**src/core/mrs_pkg.sv**
```systemverilog
// Constants and types for the region selector and virtualization control block
package mrs_pkg;
    // Coprocessor encodings
    localparam logic [2:0] MRS_SEL_OPC1 = 3'h0;
    localparam logic [2:0] MRS_SEL_OPC2 = 3'h1;
    localparam logic [3:0] MRS_SEL_CRN = 4'h6;
    localparam logic [3:0] MRS_SEL_CRM = 4'h2;
    localparam logic [2:0] MRS_VC_OPC1 = 3'h4;
    localparam logic [2:0] MRS_VC_OPC2 = 3'h0;
    localparam logic [3:0] MRS_VC_CRN = 4'h2;
    localparam logic [3:0] MRS_VC_CRM = 4'h0;
    localparam logic [3:0] MRS_COPROC = 4'hF;
    // Field layout
    localparam int MRS_REGION_MSB = 7;
    localparam int MRS_VM_ID_LSB = 16;
    localparam int MRS_VM_ID_MSB = 23;
    localparam int MRS_NIE_BIT = 2;
    localparam int MRS_DMAD_BIT = 1;
    localparam logic [7:0] MRS_VM_ID_RST = 8'h00;
    localparam logic [31:0] MRS_ZERO = 32'h0000_0000;
    // Aligned 64-bit boundary: byte address bit 3
    localparam int MRS_DW_BIT = 3;
    // Privilege levels
    typedef enum logic [1:0] {
        MRS_EL0 = 2'h0,
        MRS_EL1 = 2'h1,
        MRS_EL2 = 2'h2
    } mrs_el_t;
endpackage

```
**src/core/mrs_region_virt_ctrl.sv**
```systemverilog
// Region selector and virtualization control registers with trap checks
//
// Notes on behaviour
// - The selector holds the first-stage region number used by the indirect base/limit regs.
// - The region index lives in bits 7:0 and is zero-extended above the implemented width.
// - The implemented index width is ceil(log2(number of regions)), and one bit when there is a single region.
// - Regions are numbered 0 to X-1 in steps of one.
// - The selector has no defined reset value and nothing relies on one.
// - The selector is accessed by coprocessor 15 with opc1 0, opc2 1, CRn 6, CRm 2.
// - The selector is RW at levels one and two, not at user level, and not at level one with the general trap set.
// - Level-one selector writes trap on the write trap, reads on the read trap, and all on trap bit 6.
// - The control register holds an eight-bit machine identifier in bits 23:16, reset to zero.
// - Bit 2 makes level one/user multi-word base-restore accesses to stage-two Normal memory interruptible.
// - Bit 2 only takes effect while the hypervisor fast-interrupt configuration is set.
// - Bit 1 faults level one/user multi-word accesses crossing 64-bit boundaries in stage-two Device memory.
// - The control register is accessed with opc1 4, opc2 0, CRn 2, CRm 0, at level two only.
// - With level two present, level-one accesses to the control register trap when trap bit 2 is set.
// - The indirect limit register acts on whichever region the selector names.
`timescale 1ns/1ps
module mrs_region_virt_ctrl
    import mrs_pkg::*;
#(
    parameter int NUM_REGIONS = 16,
    parameter bit EL2_PRESENT = 1'b1,
    parameter int IDX_W = (NUM_REGIONS > 1) ? $clog2(NUM_REGIONS) : 1
) (
    // Clock, reset, enable
    input wire logic sys_clk_in,
    input wire logic nrst_in,
    input wire logic clk_en_in,
    // Coprocessor access from the core
    input wire logic cp_valid_in,
    input wire logic cp_write_in,
    input wire logic [3:0] cp_coproc_in,
    input wire logic [2:0] cp_opc1_in,
    input wire logic [2:0] cp_opc2_in,
    input wire logic [3:0] cp_crn_in,
    input wire logic [3:0] cp_crm_in,
    input wire logic [1:0] cp_el_in,
    input wire logic [31:0] cp_wdata_in,
    output logic [31:0] cp_rdata_out,
    output logic cp_done_out,
    output logic cp_hyp_trap_out,
    output logic cp_undef_out,
    // Hypervisor controls
    input wire logic general_exception_trap_in,
    input wire logic vm_write_trap_in,
    input wire logic vm_read_trap_in,
    input wire logic hyp_trap_bit6_in,
    input wire logic hyp_trap_bit2_in,
    input wire logic fast_interrupt_config_in,
    // Access classification from the memory pipeline
    input wire logic mem_multiword_in,
    input wire logic mem_base_restore_in,
    input wire logic mem_low_el_in,
    input wire logic mem_s2_normal_in,
    input wire logic mem_s2_device_in,
    input wire logic [31:0] mem_first_addr_in,
    input wire logic [31:0] mem_last_addr_in,
    output logic mem_interruptible_out,
    output logic mem_s2_perm_fault_out,
    // Selected region and identifier to the protection unit
    output logic [IDX_W-1:0] region_index_out,
    output logic [7:0] vm_identifier_out
);

    // ----------------------------------------
    // Decode
    // ----------------------------------------
    function automatic logic enc_match(input logic [2:0] o1, input logic [2:0] o2,
                                       input logic [3:0] n, input logic [3:0] m);
        enc_match = (cp_coproc_in == MRS_COPROC) && (cp_opc1_in == o1) &&
                    (cp_opc2_in == o2) && (cp_crn_in == n) && (cp_crm_in == m);
    endfunction

    wire logic hit_sel = cp_valid_in && enc_match(MRS_SEL_OPC1, MRS_SEL_OPC2,
                                                  MRS_SEL_CRN, MRS_SEL_CRM);
    wire logic hit_vc = cp_valid_in && enc_match(MRS_VC_OPC1, MRS_VC_OPC2,
                                                 MRS_VC_CRN, MRS_VC_CRM);
    wire logic at_el0 = (cp_el_in == MRS_EL0);
    wire logic at_el1 = (cp_el_in == MRS_EL1);
    wire logic at_el2 = (cp_el_in == MRS_EL2);

    // ----------------------------------------
    // Permission and trap
    // ----------------------------------------
    // Level one under the general trap is not a legal state; treated as undefined
    wire logic sel_el1_ok = at_el1 && !general_exception_trap_in;
    wire logic sel_trap = hit_sel && sel_el1_ok && (hyp_trap_bit6_in ||
                          (cp_write_in ? vm_write_trap_in : vm_read_trap_in));
    wire logic vc_trap = hit_vc && at_el1 && !general_exception_trap_in &&
                         EL2_PRESENT && hyp_trap_bit2_in;
    wire logic any_trap = sel_trap || vc_trap;
    wire logic sel_ok = hit_sel && (at_el2 || sel_el1_ok) && !sel_trap;
    wire logic vc_ok = hit_vc && at_el2;
    wire logic bad = cp_valid_in && !any_trap && !sel_ok && !vc_ok;
    wire logic step = clk_en_in;

    // ----------------------------------------
    // Registers
    // ----------------------------------------
    logic [IDX_W-1:0] region_index;
    logic [7:0] vm_identifier;
    logic stage2_normal_irq_enable;
    logic stage2_device_multiword_disable;

    // No reset on the selector: its start value is left undefined
    always_ff @(posedge sys_clk_in) begin
        if (step && sel_ok && cp_write_in) begin
            region_index <= cp_wdata_in[IDX_W-1:0];
        end
    end

    always_ff @(posedge sys_clk_in or negedge nrst_in) begin
        if (!nrst_in) begin
            vm_identifier <= MRS_VM_ID_RST;
        end else if (step && vc_ok && cp_write_in) begin
            vm_identifier <= cp_wdata_in[MRS_VM_ID_MSB:MRS_VM_ID_LSB];
        end
    end

    // Feature bits have undefined reset values
    always_ff @(posedge sys_clk_in) begin
        if (step && vc_ok && cp_write_in) begin
            stage2_normal_irq_enable <= cp_wdata_in[MRS_NIE_BIT];
            stage2_device_multiword_disable <= cp_wdata_in[MRS_DMAD_BIT];
        end
    end

    // ----------------------------------------
    // Read data and response
    // ----------------------------------------
    logic [31:0] next_rdata;
    always_comb begin
        next_rdata = MRS_ZERO;
        if (sel_ok) begin
            next_rdata[IDX_W-1:0] = region_index;
        end else if (vc_ok) begin
            next_rdata[MRS_VM_ID_MSB:MRS_VM_ID_LSB] = vm_identifier;
            next_rdata[MRS_NIE_BIT] = stage2_normal_irq_enable;
            next_rdata[MRS_DMAD_BIT] = stage2_device_multiword_disable;
        end
    end

    always_ff @(posedge sys_clk_in or negedge nrst_in) begin
        if (!nrst_in) begin
            cp_rdata_out <= MRS_ZERO;
            cp_done_out <= 1'b0;
            cp_hyp_trap_out <= 1'b0;
            cp_undef_out <= 1'b0;
        end else if (step) begin
            if (cp_valid_in && !cp_write_in && (sel_ok || vc_ok)) begin
                cp_rdata_out <= next_rdata;
            end
            cp_done_out <= sel_ok || vc_ok;
            cp_hyp_trap_out <= any_trap;
            cp_undef_out <= bad;
        end
    end

    // ----------------------------------------
    // Second-stage access controls
    // ----------------------------------------
    wire logic crosses_dw = mem_first_addr_in[31:MRS_DW_BIT] != mem_last_addr_in[31:MRS_DW_BIT];
    assign mem_interruptible_out = fast_interrupt_config_in && stage2_normal_irq_enable &&
        mem_multiword_in && mem_base_restore_in && mem_low_el_in &&
        mem_s2_normal_in;
    assign mem_s2_perm_fault_out = stage2_device_multiword_disable && mem_multiword_in &&
        mem_low_el_in && mem_s2_device_in && crosses_dw;
    assign region_index_out = region_index;
    assign vm_identifier_out = vm_identifier;

    // ----------------------------------------
    // Checks
    // ----------------------------------------
    chk_trap_no_write: assert property (@(posedge sys_clk_in) disable iff (!nrst_in)
        (clk_en_in && sel_trap) |=> $stable(region_index))
        else $error("Trapped selector access changed the register");
    chk_trap_flag: assert property (@(posedge sys_clk_in) disable iff (!nrst_in)
        (clk_en_in && hit_sel && at_el1 && !general_exception_trap_in && hyp_trap_bit6_in)
        |=> cp_hyp_trap_out && !cp_done_out)
        else $error("Trap bit 6 did not trap selector access");
    chk_sel_write: assert property (@(posedge sys_clk_in) disable iff (!nrst_in)
        (clk_en_in && sel_ok && cp_write_in)
        |=> region_index == $past(cp_wdata_in[IDX_W-1:0]))
        else $error("Selector write lost");
    chk_sel_el0: assert property (@(posedge sys_clk_in) disable iff (!nrst_in)
        (clk_en_in && hit_sel && at_el0) |=> cp_undef_out && !cp_done_out)
        else $error("User level reached the selector");
    chk_vc_el1: assert property (@(posedge sys_clk_in) disable iff (!nrst_in)
        (clk_en_in && hit_vc && at_el1) |=> !cp_done_out)
        else $error("Level one reached the control register");
    chk_vc_trap2: assert property (@(posedge sys_clk_in) disable iff (!nrst_in)
        (clk_en_in && hit_vc && at_el1 && !general_exception_trap_in && hyp_trap_bit2_in)
        |=> cp_hyp_trap_out == EL2_PRESENT)
        else $error("Trap bit 2 ignored");
    chk_sel_rdata: assert property (@(posedge sys_clk_in) disable iff (!nrst_in)
        (clk_en_in && sel_ok && !cp_write_in)
        |=> cp_rdata_out[31:IDX_W] == '0 && cp_done_out)
        else $error("Selector read not zero-extended");
    chk_nie_gate: assert property (@(posedge sys_clk_in) disable iff (!nrst_in)
        !fast_interrupt_config_in |-> !mem_interruptible_out)
        else $error("Interruptible without fast-interrupt config");
    chk_dmad_cross: assert property (@(posedge sys_clk_in) disable iff (!nrst_in)
        (mem_first_addr_in[31:MRS_DW_BIT] == mem_last_addr_in[31:MRS_DW_BIT])
        |-> !mem_s2_perm_fault_out)
        else $error("Fault on access within one doubleword");
    chk_vm_id_reset: assert property (@(posedge sys_clk_in) disable iff (!nrst_in)
        $rose(nrst_in) |-> vm_identifier == MRS_VM_ID_RST)
        else $error("Identifier not zero after reset");
    chk_vc_write: assert property (@(posedge sys_clk_in) disable iff (!nrst_in)
        (clk_en_in && vc_ok && cp_write_in)
        |=> vm_identifier == $past(cp_wdata_in[MRS_VM_ID_MSB:MRS_VM_ID_LSB]))
        else $error("Identifier write lost");
    chk_vc_trap_hold: assert property (@(posedge sys_clk_in) disable iff (!nrst_in)
        (clk_en_in && vc_trap) |=> $stable(vm_identifier) && cp_hyp_trap_out)
        else $error("Trapped control access changed the register");
    chk_one_answer: assert property (@(posedge sys_clk_in) disable iff (!nrst_in)
        (clk_en_in && cp_valid_in) |=> $onehot({cp_done_out, cp_hyp_trap_out, cp_undef_out}))
        else $error("Access did not get exactly one answer");
    // Frozen cycles must not advance any state, pulses included
    chk_freeze_hold: assert property (@(posedge sys_clk_in) disable iff (!nrst_in)
        !clk_en_in |=> $stable(vm_identifier) && $stable(cp_done_out) &&
            $stable(cp_rdata_out))
        else $error("State moved while the clock enable was low");

endmodule

```
**config.mk**
```make
export PLATFORM = sky130hd
export DESIGN_NAME = mrs_region_virt_ctrl
export DESIGN_NICKNAME = d
export VERILOG_FILES = /design/src/core/mrs_pkg.sv /design/src/core/mrs_region_virt_ctrl.sv
export SDC_FILE = /design/constraint.sdc
export NUM_CORES = 1
export LEC_CHECK = 0
export ABC_AREA = 1
export BUFFER_PORTS_ARGS = -buffer_cell sky130_fd_sc_hd__buf_2
export CELL_PAD_IN_SITES_DETAIL_PLACEMENT = 0
export CELL_PAD_IN_SITES_GLOBAL_PLACEMENT = 1
export CORE_UTILIZATION = 25
export CTS_BUF_LIST = sky130_fd_sc_hd__clkbuf_8
export DETAILED_ROUTE_END_ITERATION = 12
export GPL_TIMING_DRIVEN = 0
export PLACE_DENSITY_LB_ADDON = 0.05
export SYNTH_ARGS = -nofsm -noshare
export SYNTH_HDL_FRONTEND = slang
export SYNTH_SLANG_ARGS = --single-unit
```
**constraint.sdc**
```tcl
create_clock -name sys_clk_in -period 1.4 [get_ports sys_clk_in]
set_input_delay 0.28 -clock sys_clk_in [delete_from_list [all_inputs] [get_ports sys_clk_in]]
set_output_delay 0.28 -clock sys_clk_in [all_outputs]
set_load 0.02 [all_outputs]
```
## After elaboration in Yosys (flattened, before gate mapping)

Index checks and enable logic that the tools add are counted.

| word-level totals | value |
|---|---|
| flip-flop bits (word level) | 29 |
| bits of input ports | 132 |
| output and inout bits | 49 |
| word-level logic and storage cells | 75 |

| operators by class | value |
|---|---|
| equal/unequal tests | 9 |
| multiplexer cells | 7 |
| reductions and logical operators | 51 |

Operators with widths:

| operator | number |
|---|---|
| $logic_and A1 B1 Y1 | 37 |
| $ne A29 B29 Y1 | 1 |
| $mux W8 | 2 |
| $eq A4 B2 Y1 const B | 2 |
| $logic_not A1 Y1 | 6 |
| $logic_not A3 Y1 | 2 |
| $eq A4 B3 Y1 const B | 1 |
| $eq A4 B4 Y1 const B | 1 |
| $logic_not A4 Y1 | 1 |
| $logic_or A1 B1 Y1 | 4 |
| $mux W2 | 2 |
| $eq A3 B1 Y1 const B | 1 |
| $eq A3 B3 Y1 const B | 1 |
| $mux W1 | 3 |
| $eq A2 B1 Y1 const B | 1 |
| $eq A2 B2 Y1 const B | 1 |
| $reduce_and A2 Y1 | 1 |

## Logic depth before layout (Yosys ltp)

Gate-level depths: netlist (run 1).

| depth | value |
|---|---|
| word-level depth | 14 |
| mapped depth | 11 |
| depth with buffers taken out | 11 |

## Worst setup path after synthesis (run 1)

OpenSTA, ideal clock, no wires.

| timing path | value |
|---|---|
| kind | in2reg |
| start | in cp_opc1_in[0] |
| end | reg stage2_device_multiword_disable (enable) |
| library setup time | 0.294 ns |
| data arrival time | 1.141 ns |
| required time | 1.106 ns |
| setup slack | -0.035 ns |
| cell stages on the path | 9 |
| buffers on the path | 0 |
| cell sequence | inv_1 -> nand2_1 -> nor2_1 -> nand2_1 -> nor2_4 -> nand3_2 -> inv_2 -> nand3_4 -> clkinv_4 |

| on the way | value |
|---|---|
| word-level cells in the longest chain between the ends | 9 |

RTL lines:

| what | RTL line | text |
|---|---|---|
| start: declaration | mrs_region_virt_ctrl.sv:35 | `input wire logic [2:0] cp_opc1_in,` |
| $eq A3 B3 Y1 | mrs_region_virt_ctrl.sv:72 | `enc_match = (cp_coproc_in == MRS_COPROC) && (cp_opc1_in == o1) &&` |
| $logic_and A1 B1 Y1 (2 in a row) | mrs_region_virt_ctrl.sv:72 |  |
| $logic_and A1 B1 Y1 (2 in a row) | mrs_region_virt_ctrl.sv:73 | `(cp_opc2_in == o2) && (cp_crn_in == n) && (cp_crm_in == m);` |
| $logic_and A1 B1 Y1 | mrs_region_virt_ctrl.sv:78 | `wire logic hit_vc = cp_valid_in && enc_match(MRS_VC_OPC1, MRS_VC_OPC2,` |
| $logic_and A1 B1 Y1 | mrs_region_virt_ctrl.sv:95 | `wire logic vc_ok = hit_vc && at_el2;` |
| $logic_and A1 B1 Y1 (2 in a row) | mrs_region_virt_ctrl.sv:124 | `if (step && vc_ok && cp_write_in) begin` |
| end signal: assignment | mrs_region_virt_ctrl.sv:126 | `stage2_device_multiword_disable <= cp_wdata_in[MRS_DMAD_BIT];` |
| end: declaration | mrs_region_virt_ctrl.sv:105 | `logic stage2_device_multiword_disable;` |

Every way passes these cells.
A chain may end at the register's enable or synchronous reset.

## Final worst setup path (run 1)

| timing path | value |
|---|---|
| start | in mem_first_addr_in[20] |
| end | out mem_s2_perm_fault_out |

| on the way | value |
|---|---|
| word-level cells in the longest chain between the ends | 2 |

RTL lines:

| what | RTL line | text |
|---|---|---|
| start: declaration | mrs_region_virt_ctrl.sv:58 | `input wire logic [31:0] mem_first_addr_in,` |
| $ne A29 B29 Y1 | mrs_region_virt_ctrl.sv:164 | `wire logic crosses_dw = mem_first_addr_in[31:MRS_DW_BIT] != mem_last_addr_in[31:MRS_DW_BIT];` |
| $logic_and A1 B1 Y1 | mrs_region_virt_ctrl.sv:169 | `mem_low_el_in && mem_s2_device_in && crosses_dw;` |
| end: declaration | mrs_region_virt_ctrl.sv:61 | `output logic mem_s2_perm_fault_out,` |

Every way passes these cells.

==> flow_summary.toml, run 1 <==
[status]
status = "complete, but fails checks"
violations = "negative setup slack"

[sta]
tightest_slew_ns = 0.534
relSlewSlack_pct = 64.4
final_hold_viol_count = 0
finalCritPeriodShare_pct = 109
fmax_ghz = 0.658
drv_slew = 0
postLayoutSetupSlackWorst_ns = -0.121
rsz0062_at_grt = "yes"
skew_ns = 0.00756
setup-tns-final_ns = -0.121
fin_crit_ns = 1.52
setup_viol = 1

[flow_run]
drv_cap = 0

[cells_and_area]
drive_above_1_share_pct = 48.8
final_core_util_pct = 41.6
final_cell_mix = "buf_2, nand2_1, nor2_1"
fin_area_um2 = 3270
mostFrequentLayoutCell = "buf_2"
diodes = 0
nNetsFinal = 576
area_delta_synth_final_pct = 58.4

[floorplanning]
die_h_um = 92.8
die_area_um2 = 8620
core_um2 = 7850
num_rows = 32
die_w_um = 92.8
start_util_pct = 26.3
io_pins = 181

[yosys]
ys.warnings.count = 0
avgSynthCellArea_um2 = 7.44
postSynthCellCount = 277
yosysUniqueCellTypes = 27
ys_seq_area_share_pct = 36.7
synth_seq_cells = 29
netlist_area_um2 = 2060

[critical_path]
critical_path_required_ns = 1.12
crit_arrival_ns = 1.24
reg2reg_from = "stage2_device_multiword_disable"
r2r_slack_ns = 0.59
cp-start-kind = "input pin"
cp-end-kind = "primary output"
reg2reg_depth = 4
r2r-end = "cp_rdata_out[1]"
worstPathMaxFanout = 2
crit_type = "in2out"

[hold_path]
whs_path_depth = 1
worstHoldStart = "cp_wdata_in[3]"
hp-class = "in2reg"
hold_end = "region_index_out[3]"

[placed_design]
io_buffers = 134
dp_hpwl_um = 4910
place_area_um2 = 2940
place_congestion = 0.730

[clock_network]
cts_tree = "yes"
clockRootBuffer = "clkbuf_8"
cts.sinks = 29
numCtsBuffers = 5
insertion_delay_ns = 0.28
path_clk_slew_ns = 0.07
h-tree-depth = 2
clock_path_buffers = 2

[detailed_routing]
first_pass_iters = 4
drt_iter0_markers = 25
drc_errors = 0
wire_per_inst_um = 10.9
antenna_left = 0
vias = 2152
drt-total-wl_um = 5960
viasPerCell = 3.93

[global_route]
first_global_vias = 2122
track_usage_pct = 14.0
antenna_found_initial = 0
grt_max_degree = 24
grt_pass1_wl_um = 9330
grt_overflow = 0

[power_and_ir_drop]
total_power_mw = 1.98
peakVddDrop_mv = 0.237
total_leakage_power_nw = 1.81
powerDensity_nw_per_um2 = 607
power by group:
group / leakage (nW) / switching, mW / internal, mW
Sequential: 0.372 / 0.00216 / 0.867
Combinational: 1.39 / 0.222 / 0.239
Clock: 0.0491 / 0.316 / 0.336
Total: 1.81 / 0.540 / 1.44
through the flow:
step / setup slack, ns / hold slack [ns] / instances
floorplan: -0.000293 / -0.0156 / 296
global placement: -0.415 / 0.296 / 532
detailed placement: -0.425 / 0.301 / 532
CTS: -0.170 / 0.163 / 545
global route: -0.231 / 0.161 / 547
finish: -0.121 / 0.171 / 547
worst max-delay path, cell delays in order:
cell     delay (ns)
buf_6          0.09
or2_4          0.23
a21oi_2        0.11
nand3_1        0.07
nor2_1         0.10
nand2_1        0.07
nor2_1         0.08
nor2_1         0.04
buf_4          0.15
final cells by class:
cell class	count	area, um^2
clock buffer	5	68.8
clock inverter	3	13.8
fill	880	4580
multi-input combinational	207	1170
timing repair buffer	141	802
tap	102	128
buffer	23	180
inverter	37	151
sequential	29	756
worst max-delay path by stage:
stage	endpoint	start	slack (ns)
2_1_floorplan	stage2_device_multiword_disable	cp_opc1_in[0]	-0.0003
5_1_grt	mem_s2_perm_fault_out	mem_first_addr_in[20]	-0.23
3_3_place_gp	stage2_device_multiword_disable	cp_crn_in[3]	-0.41
3_5_place_dp	stage2_device_multiword_disable	cp_crn_in[3]	-0.42
4_1_cts	mem_s2_perm_fault_out	mem_first_addr_in[20]	-0.17
6_report	mem_s2_perm_fault_out	mem_first_addr_in[20]	-0.12
state kept, by name, summed over array words and instances, names as in the netlist:
name and flops:
cp_done_out 1, stage2_device_multiword_disable 1, cp_rdata_out 12, cp_undef_out 1
vm_identifier_out 8, cp_hyp_trap_out 1, region_index_out 4, stage2_normal_irq_enable 1
per-layer routing:
layer  global-route usage, %  wire (um)
met1                    14.8       2330
met2                    26.1       3040
met3                    4.76        514
met4                    3.59         81
met5                       0          0
cell usage after synthesis, drive strengths merged:
cell type / count / area, um^2
nand4: 10 / 62.6
conb: 1 / 3.75
o22ai: 1 / 6.26
dfrtp: 23 / 576
xor2: 4 / 35.0
xnor2: 21 / 184
a21oi: 1 / 5.00
nand2: 84 / 333
nor3: 1 / 5.00
edfxtp: 6 / 180
o21ai: 1 / 16.3
inv: 36 / 135
clkbuf: 1 / 3.75
nor2: 41 / 174
nand3b: 1 / 20.0
or2: 1 / 6.26
nand3: 21 / 135
buf: 22 / 173
clkinv: 1 / 8.76
cell families after synthesis:
logic type | count (synthesis) | synth area share (%)
AO/OA/AOI/OAI | 3 | 1.34
XOR/XNOR | 25 | 10.6
buffers and inverters | 60 | 15.5
flip-flops | 29 | 36.7
other | 1 | 0.182
AND/OR/NAND/NOR | 159 | 35.7
repair_timing:
item,4_1_cts,5_1_grt
pin swaps,7,13
gates resized for setup,6,41
setup buffers,4,1
hold buffers,1,0
endpoints found under the hold margin,10,0
setup endpoints to repair,11,19
gates cloned,0,1
No activity file was read; power rests on OpenSTA's default activity.
==> run 2: changes to the inputs <==
SKIP_CTS_REPAIR_TIMING = 1   (was unset)
==> run 2 against run 1 <==
The flow finishes with violations (negative hold slack, negative setup slack). Register-to-register slack barely moved. Critical path depth is the same. Worst hold slack got worse by 0.20 ns. Worst setup slack got worse by 0.029 ns. Die area is the same. Count of clock-buffer cells in the layout unchanged. Clock power grew 0.6%. Critical endpoint unchanged.
==> flow_summary.toml, run 2 (synthesis results as in run 1) <==
[placed_design]
place_congestion = 0.730
io_buffers = 134
place_area_um2 = 2940
dp_hpwl_um = 4910

[sta]
setup-tns-final_ns = -0.149
finalCritPeriodShare_pct = 111
skew_ns = 0.00720
setup_viol = 1
drv_slew = 0
fmax_ghz = 0.645
tightest_slew_ns = 0.533
rsz0062_at_grt = "yes"
fin_hold_ws_ns = -0.0291
fin_crit_ns = 1.55
final_hold_viol_count = 23
postLayoutSetupSlackWorst_ns = -0.149
relSlewSlack_pct = 64.5

[global_route]
track_usage_pct = 14.0
grt_pass1_wl_um = 9340
grt_overflow = 0
antenna_found_initial = 0
grt_max_degree = 24
first_global_vias = 2110

[power_and_ir_drop]
powerDensity_nw_per_um2 = 607
total_power_mw = 1.98
peakVddDrop_mv = 0.237
total_leakage_power_nw = 1.83

[detailed_routing]
drc_errors = 0
antenna_left = 0
first_pass_iters = 4
vias = 2183
drt-total-wl_um = 6000
wire_per_inst_um = 10.9
drt_iter0_markers = 37
viasPerCell = 3.96

[cells_and_area]
top_register = "cp_rdata_out"
fillers = 880
area_delta_synth_final_pct = 57.9
mostFrequentLayoutCell = "buf_2"
nNetsFinal = 580
fin_area_um2 = 3260
drive_above_1_share_pct = 48.8
largest_reg_flops = 12
diodes = 0
final_cell_mix = "buf_2, nand2_1, nor2_1"
final_core_util_pct = 41.5

[critical_path]
crit_family = "simple AND/OR/NAND/NOR gates"
cp.depth = 9
crit_chain = "buf_6, or2_4, a21oi_2, nand3_1, nor2_1, nand2_1, nor2_1, nor2_1, buf_4"
critPathBufInv = 2
cp_slowest_cell = "or2_4"
reg2reg_depth = 4
cp-start-kind = "input pin"
crit_path_frequent_cell = "nor2_1"
crit_arrival_ns = 1.27
critical_path_required_ns = 1.12
cp-end-kind = "primary output"
crit_path_max_incr_delay_ns = 0.24
crit_type = "in2out"
worstPathMaxFanout = 2

[floorplanning]
num_rows = 32
die_w_um = 92.8
io_pins = 181
die_h_um = 92.8
start_util_pct = 26.3
die_area_um2 = 8620
core_um2 = 7850

[flow_run]
drv_cap = 0

[status]
status = "complete, but fails checks"
violations = "negative hold slack, negative setup slack"

[clock_network]
cts.sinks = 29
cts_tree = "yes"
numCtsBuffers = 5
clock_path_buffers = 2
clockRootBuffer = "clkbuf_8"
path_clk_slew_ns = 0.07
insertion_delay_ns = 0.28
h-tree-depth = 2

[hold_path]
hp-class = "in2async"
run 2: layout make-up:
cell class              count  area [um^2]  share of cell area [%]
repair buffers            145          810                    24.9
multi-input cells         207         1150                    35.4
plain buffers              23          180                    5.53
inverters                  37          149                    4.57
clock buffers               5         68.8                    2.11
clock inverters             3         13.8                   0.423
well taps                 102          128                    3.92
flip-flops and latches     29          756                    23.2
run 2: worst register-to-register path, stage by stage, from the launching register on:
cell	delay, ns
edfxtp_1	0.40
nand4_1	0.10
nand2_1	0.08
nand3_1	0.08
nand2_1	0.05
run 2: path summary, 6_finish.rpt:
| kind | from | endpoint | slack, ns |
|---|---|---|---|
| worst max-delay path | mem_first_addr_in[20] | mem_s2_perm_fault_out | -0.15 |
| worst min-delay path | nrst_in | cp_rdata_out[18] | -0.03 |
| worst max register to register | stage2_device_multiword_disable | cp_rdata_out[1] | 0.59 |
| worst min register to register | cp_rdata_out[1] | cp_rdata_out[1] | 0.47 |
| max in group asynchronous | nrst_in | cp_rdata_out[17] | 1.06 |
| min in group sys_clk_in | cp_wdata_in[3] | region_index_out[3] | 0.17 |
run 2: where the power goes:
group	switching, mW	total [mW]	internal (mW)
Combinational	0.220	0.451	0.232
Clock	0.320	0.656	0.336
Sequential	0.00210	0.869	0.867
Total	0.542	1.98	1.43
run 2: metal layers:
metal  track usage [%]  part of all wire, %
met1              14.9                   39
met2              26.1                   51
met3              4.68                  8.7
met4              3.59                  1.3
met5                 0                    0
run 2: stage by stage:
stage / setup WS, ns / instances
floorplan: -0.000293 / 296
global placement: -0.415 / 532
CTS: -0.237 / 540
global route: -0.253 / 551
detailed placement: -0.425 / 532
finish: -0.149 / 551
==> run 3: changes to the inputs <==
CORE_MARGIN = 2   (was unset)
CORE_UTILIZATION = 24   (was 25)
CTS_BUF_LIST = unset   (was sky130_fd_sc_hd__clkbuf_8)
CTS_CLUSTER_SIZE = 28   (was unset)
==> run 3 against run 2 <==
The flow still finishes with violations (negative hold slack, negative setup slack). Worst setup slack better by 0.0097 ns. Global-route usage is 1.1 points lower. Worst hold slack better by 0.0087 ns. Wire length is 2.7% lower.
==> flow_summary.toml, run 3 (synthesis results as in run 1) <==
[power_and_ir_drop]
netSwitchingFraction_pct = 25.8
power.internal_mw = 1.54
peakVddDrop_mv = 0.288
total_leakage_power_nw = 1.80
powerDensity_nw_per_um2 = 649
share_comb_of_total_power_pct = 21.8
p_seq_share_pct = 41.8
pwr-share-clk_pct = 36.4
power_switching_mw = 0.536

[floorplanning]
core_um2 = 8260
io_pins = 181
die_area_um2 = 9350
die_w_um = 96.7
die_h_um = 96.7
num_rows = 33
start_util_pct = 25.0

[critical_path]
critical_path_required_ns = 1.12
cp-start-kind = "input pin"
worstPathMaxFanout = 2
crit_type = "in2out"
crit_arrival_ns = 1.26
cp-end-kind = "primary output"

[placed_design]
dp_hpwl_um = 4930
io_buffers = 134
dp.cells = 535
place_congestion = 0.729

[sta]
tightest_slew_ns = 0.529
fmax_ghz = 0.649
skew_ns = 0.00717
final_hold_viol_count = 23
fin_hold_ws_ns = -0.0204
setup_viol = 1
fin_crit_ns = 1.54
postLayoutSetupSlackWorst_ns = -0.140
finalCritPeriodShare_pct = 110
drv_slew = 0
rsz0062_at_grt = "yes"
relSlewSlack_pct = 64.7
setup-tns-final_ns = -0.140

[global_route]
grt_overflow = 0
antenna_found_initial = 0
first_global_vias = 2164
grt_max_degree = 24
grt_pass1_wl_um = 9770
track_usage_pct = 12.8

[cells_and_area]
top_register = "cp_rdata_out"
nNetsFinal = 574
largest_reg_flops = 12
mostFrequentLayoutCell = "buf_2"
final_cell_mix = "buf_2, nand2_1, nor2_1"
drive_above_1_share_pct = 46.3
area_delta_synth_final_pct = 55.4
diodes = 0
fin_cells = 548

[clock_network]
cts_tree = "yes"
clock_path_buffers = 2
cts.sinks = 29
numCtsBuffers = 5
path_clk_slew_ns = 0.07
h-tree-depth = 2
insertion_delay_ns = 0.28
clockRootBuffer = "clkbuf_8"

[flow_run]
drv_cap = 0

[hold_path]
hp-class = "in2async"

[detailed_routing]
routed.top_layer = "met4"
met3WireLength_um = 487
drt_iter0_markers = 31
first_pass_iters = 4
wl_met1_um = 2260
drt-total-wl_um = 5840
drc_errors = 0
antenna_left = 0
vias = 2153
wl_met2_um = 3020
wire_per_inst_um = 10.7
viasPerCell = 3.93

[status]
status = "complete, but fails checks"
violations = "negative hold slack, negative setup slack"
==> run 3: cell types whose count changed in the layout (fill, tap and decap cells not counted), moves of 2 or more <==
cell	previous run	this run
clkbuf_8	5	7
nand2_1	64	73
buf_4	28	24
buf_12	0	2
nand2_2	16	9
nand2_4	4	2
==> run 3: per-stage QoR <==
step	power (mW)	worst slack (ns)	hold slack, ns	instance area (um^2)	utilization [%]
3_3_place_gp	1.32	-0.415	0.292	2950	35.7
2_1_floorplan	1.12	-0.000293	-0.0156	2150	-
4_1_cts	2.09	-0.205	-0.00790	3050	36.9
6_report	2.08	-0.140	-0.0204	3200	38.8
3_5_place_dp	1.32	-0.420	0.292	2950	35.7
5_1_grt	2.20	-0.279	0.0332	3200	38.8
==> run 3: critical path, cell delays in order <==
cell	delay (ns)
buf_6	0.09
or2_4	0.24
a21oi_2	0.12
nand3_1	0.08
nor2_1	0.09
nand2_1	0.06
nor2_1	0.10
nor2_1	0.05
buf_4	0.15
==> run 3: path summary, 6_finish.rpt <==
kind | end | start | cells past startpoint | slack (ns)
worst max-delay path | mem_s2_perm_fault_out | mem_first_addr_in[20] | 9 | -0.14
worst min-delay path | cp_rdata_out[17] | nrst_in | 1 | -0.02
worst max register to register | cp_rdata_out[1] | stage2_device_multiword_disable | 4 | 0.58
worst min register to register | cp_rdata_out[20] | cp_rdata_out[20] | 2 | 0.46
max in group asynchronous | vm_identifier_out[3] | nrst_in | 1 | 1.06
min in group sys_clk_in | region_index_out[3] | cp_wdata_in[3] | 1 | 0.18
==> run 3: area by class of cell <==
type | instances | area (um^2)
sequential | 29 | 756
timing repair buffer | 140 | 778
buffer | 22 | 165
tap | 105 | 131
fill | 936 | 5050
inverter | 37 | 149
clock inverter | 1 | 5.00
multi-input combinational | 207 | 1120
clock buffer | 7 | 96.3
==> run 3: power by group through the flow <==
stage / Clock [mW] / Sequential, mW / Combinational [mW]
after floorplan: 0 / 0.891 / 0.227
after global placement: 0 / 0.885 / 0.431
after detailed placement: 0 / 0.885 / 0.435
after CTS: 0.787 / 0.869 / 0.436
after global routing: 0.825 / 0.868 / 0.505
final: 0.758 / 0.869 / 0.453
==> run 3: routing by layer <==
metal / GRT usage [%] / vias to the layer above
li1: - / 1140
met2: 23.6 / 91
met5: 0 / -
met3: 3.90 / 6
met1: 13.9 / 916
met4: 4.33 / 0
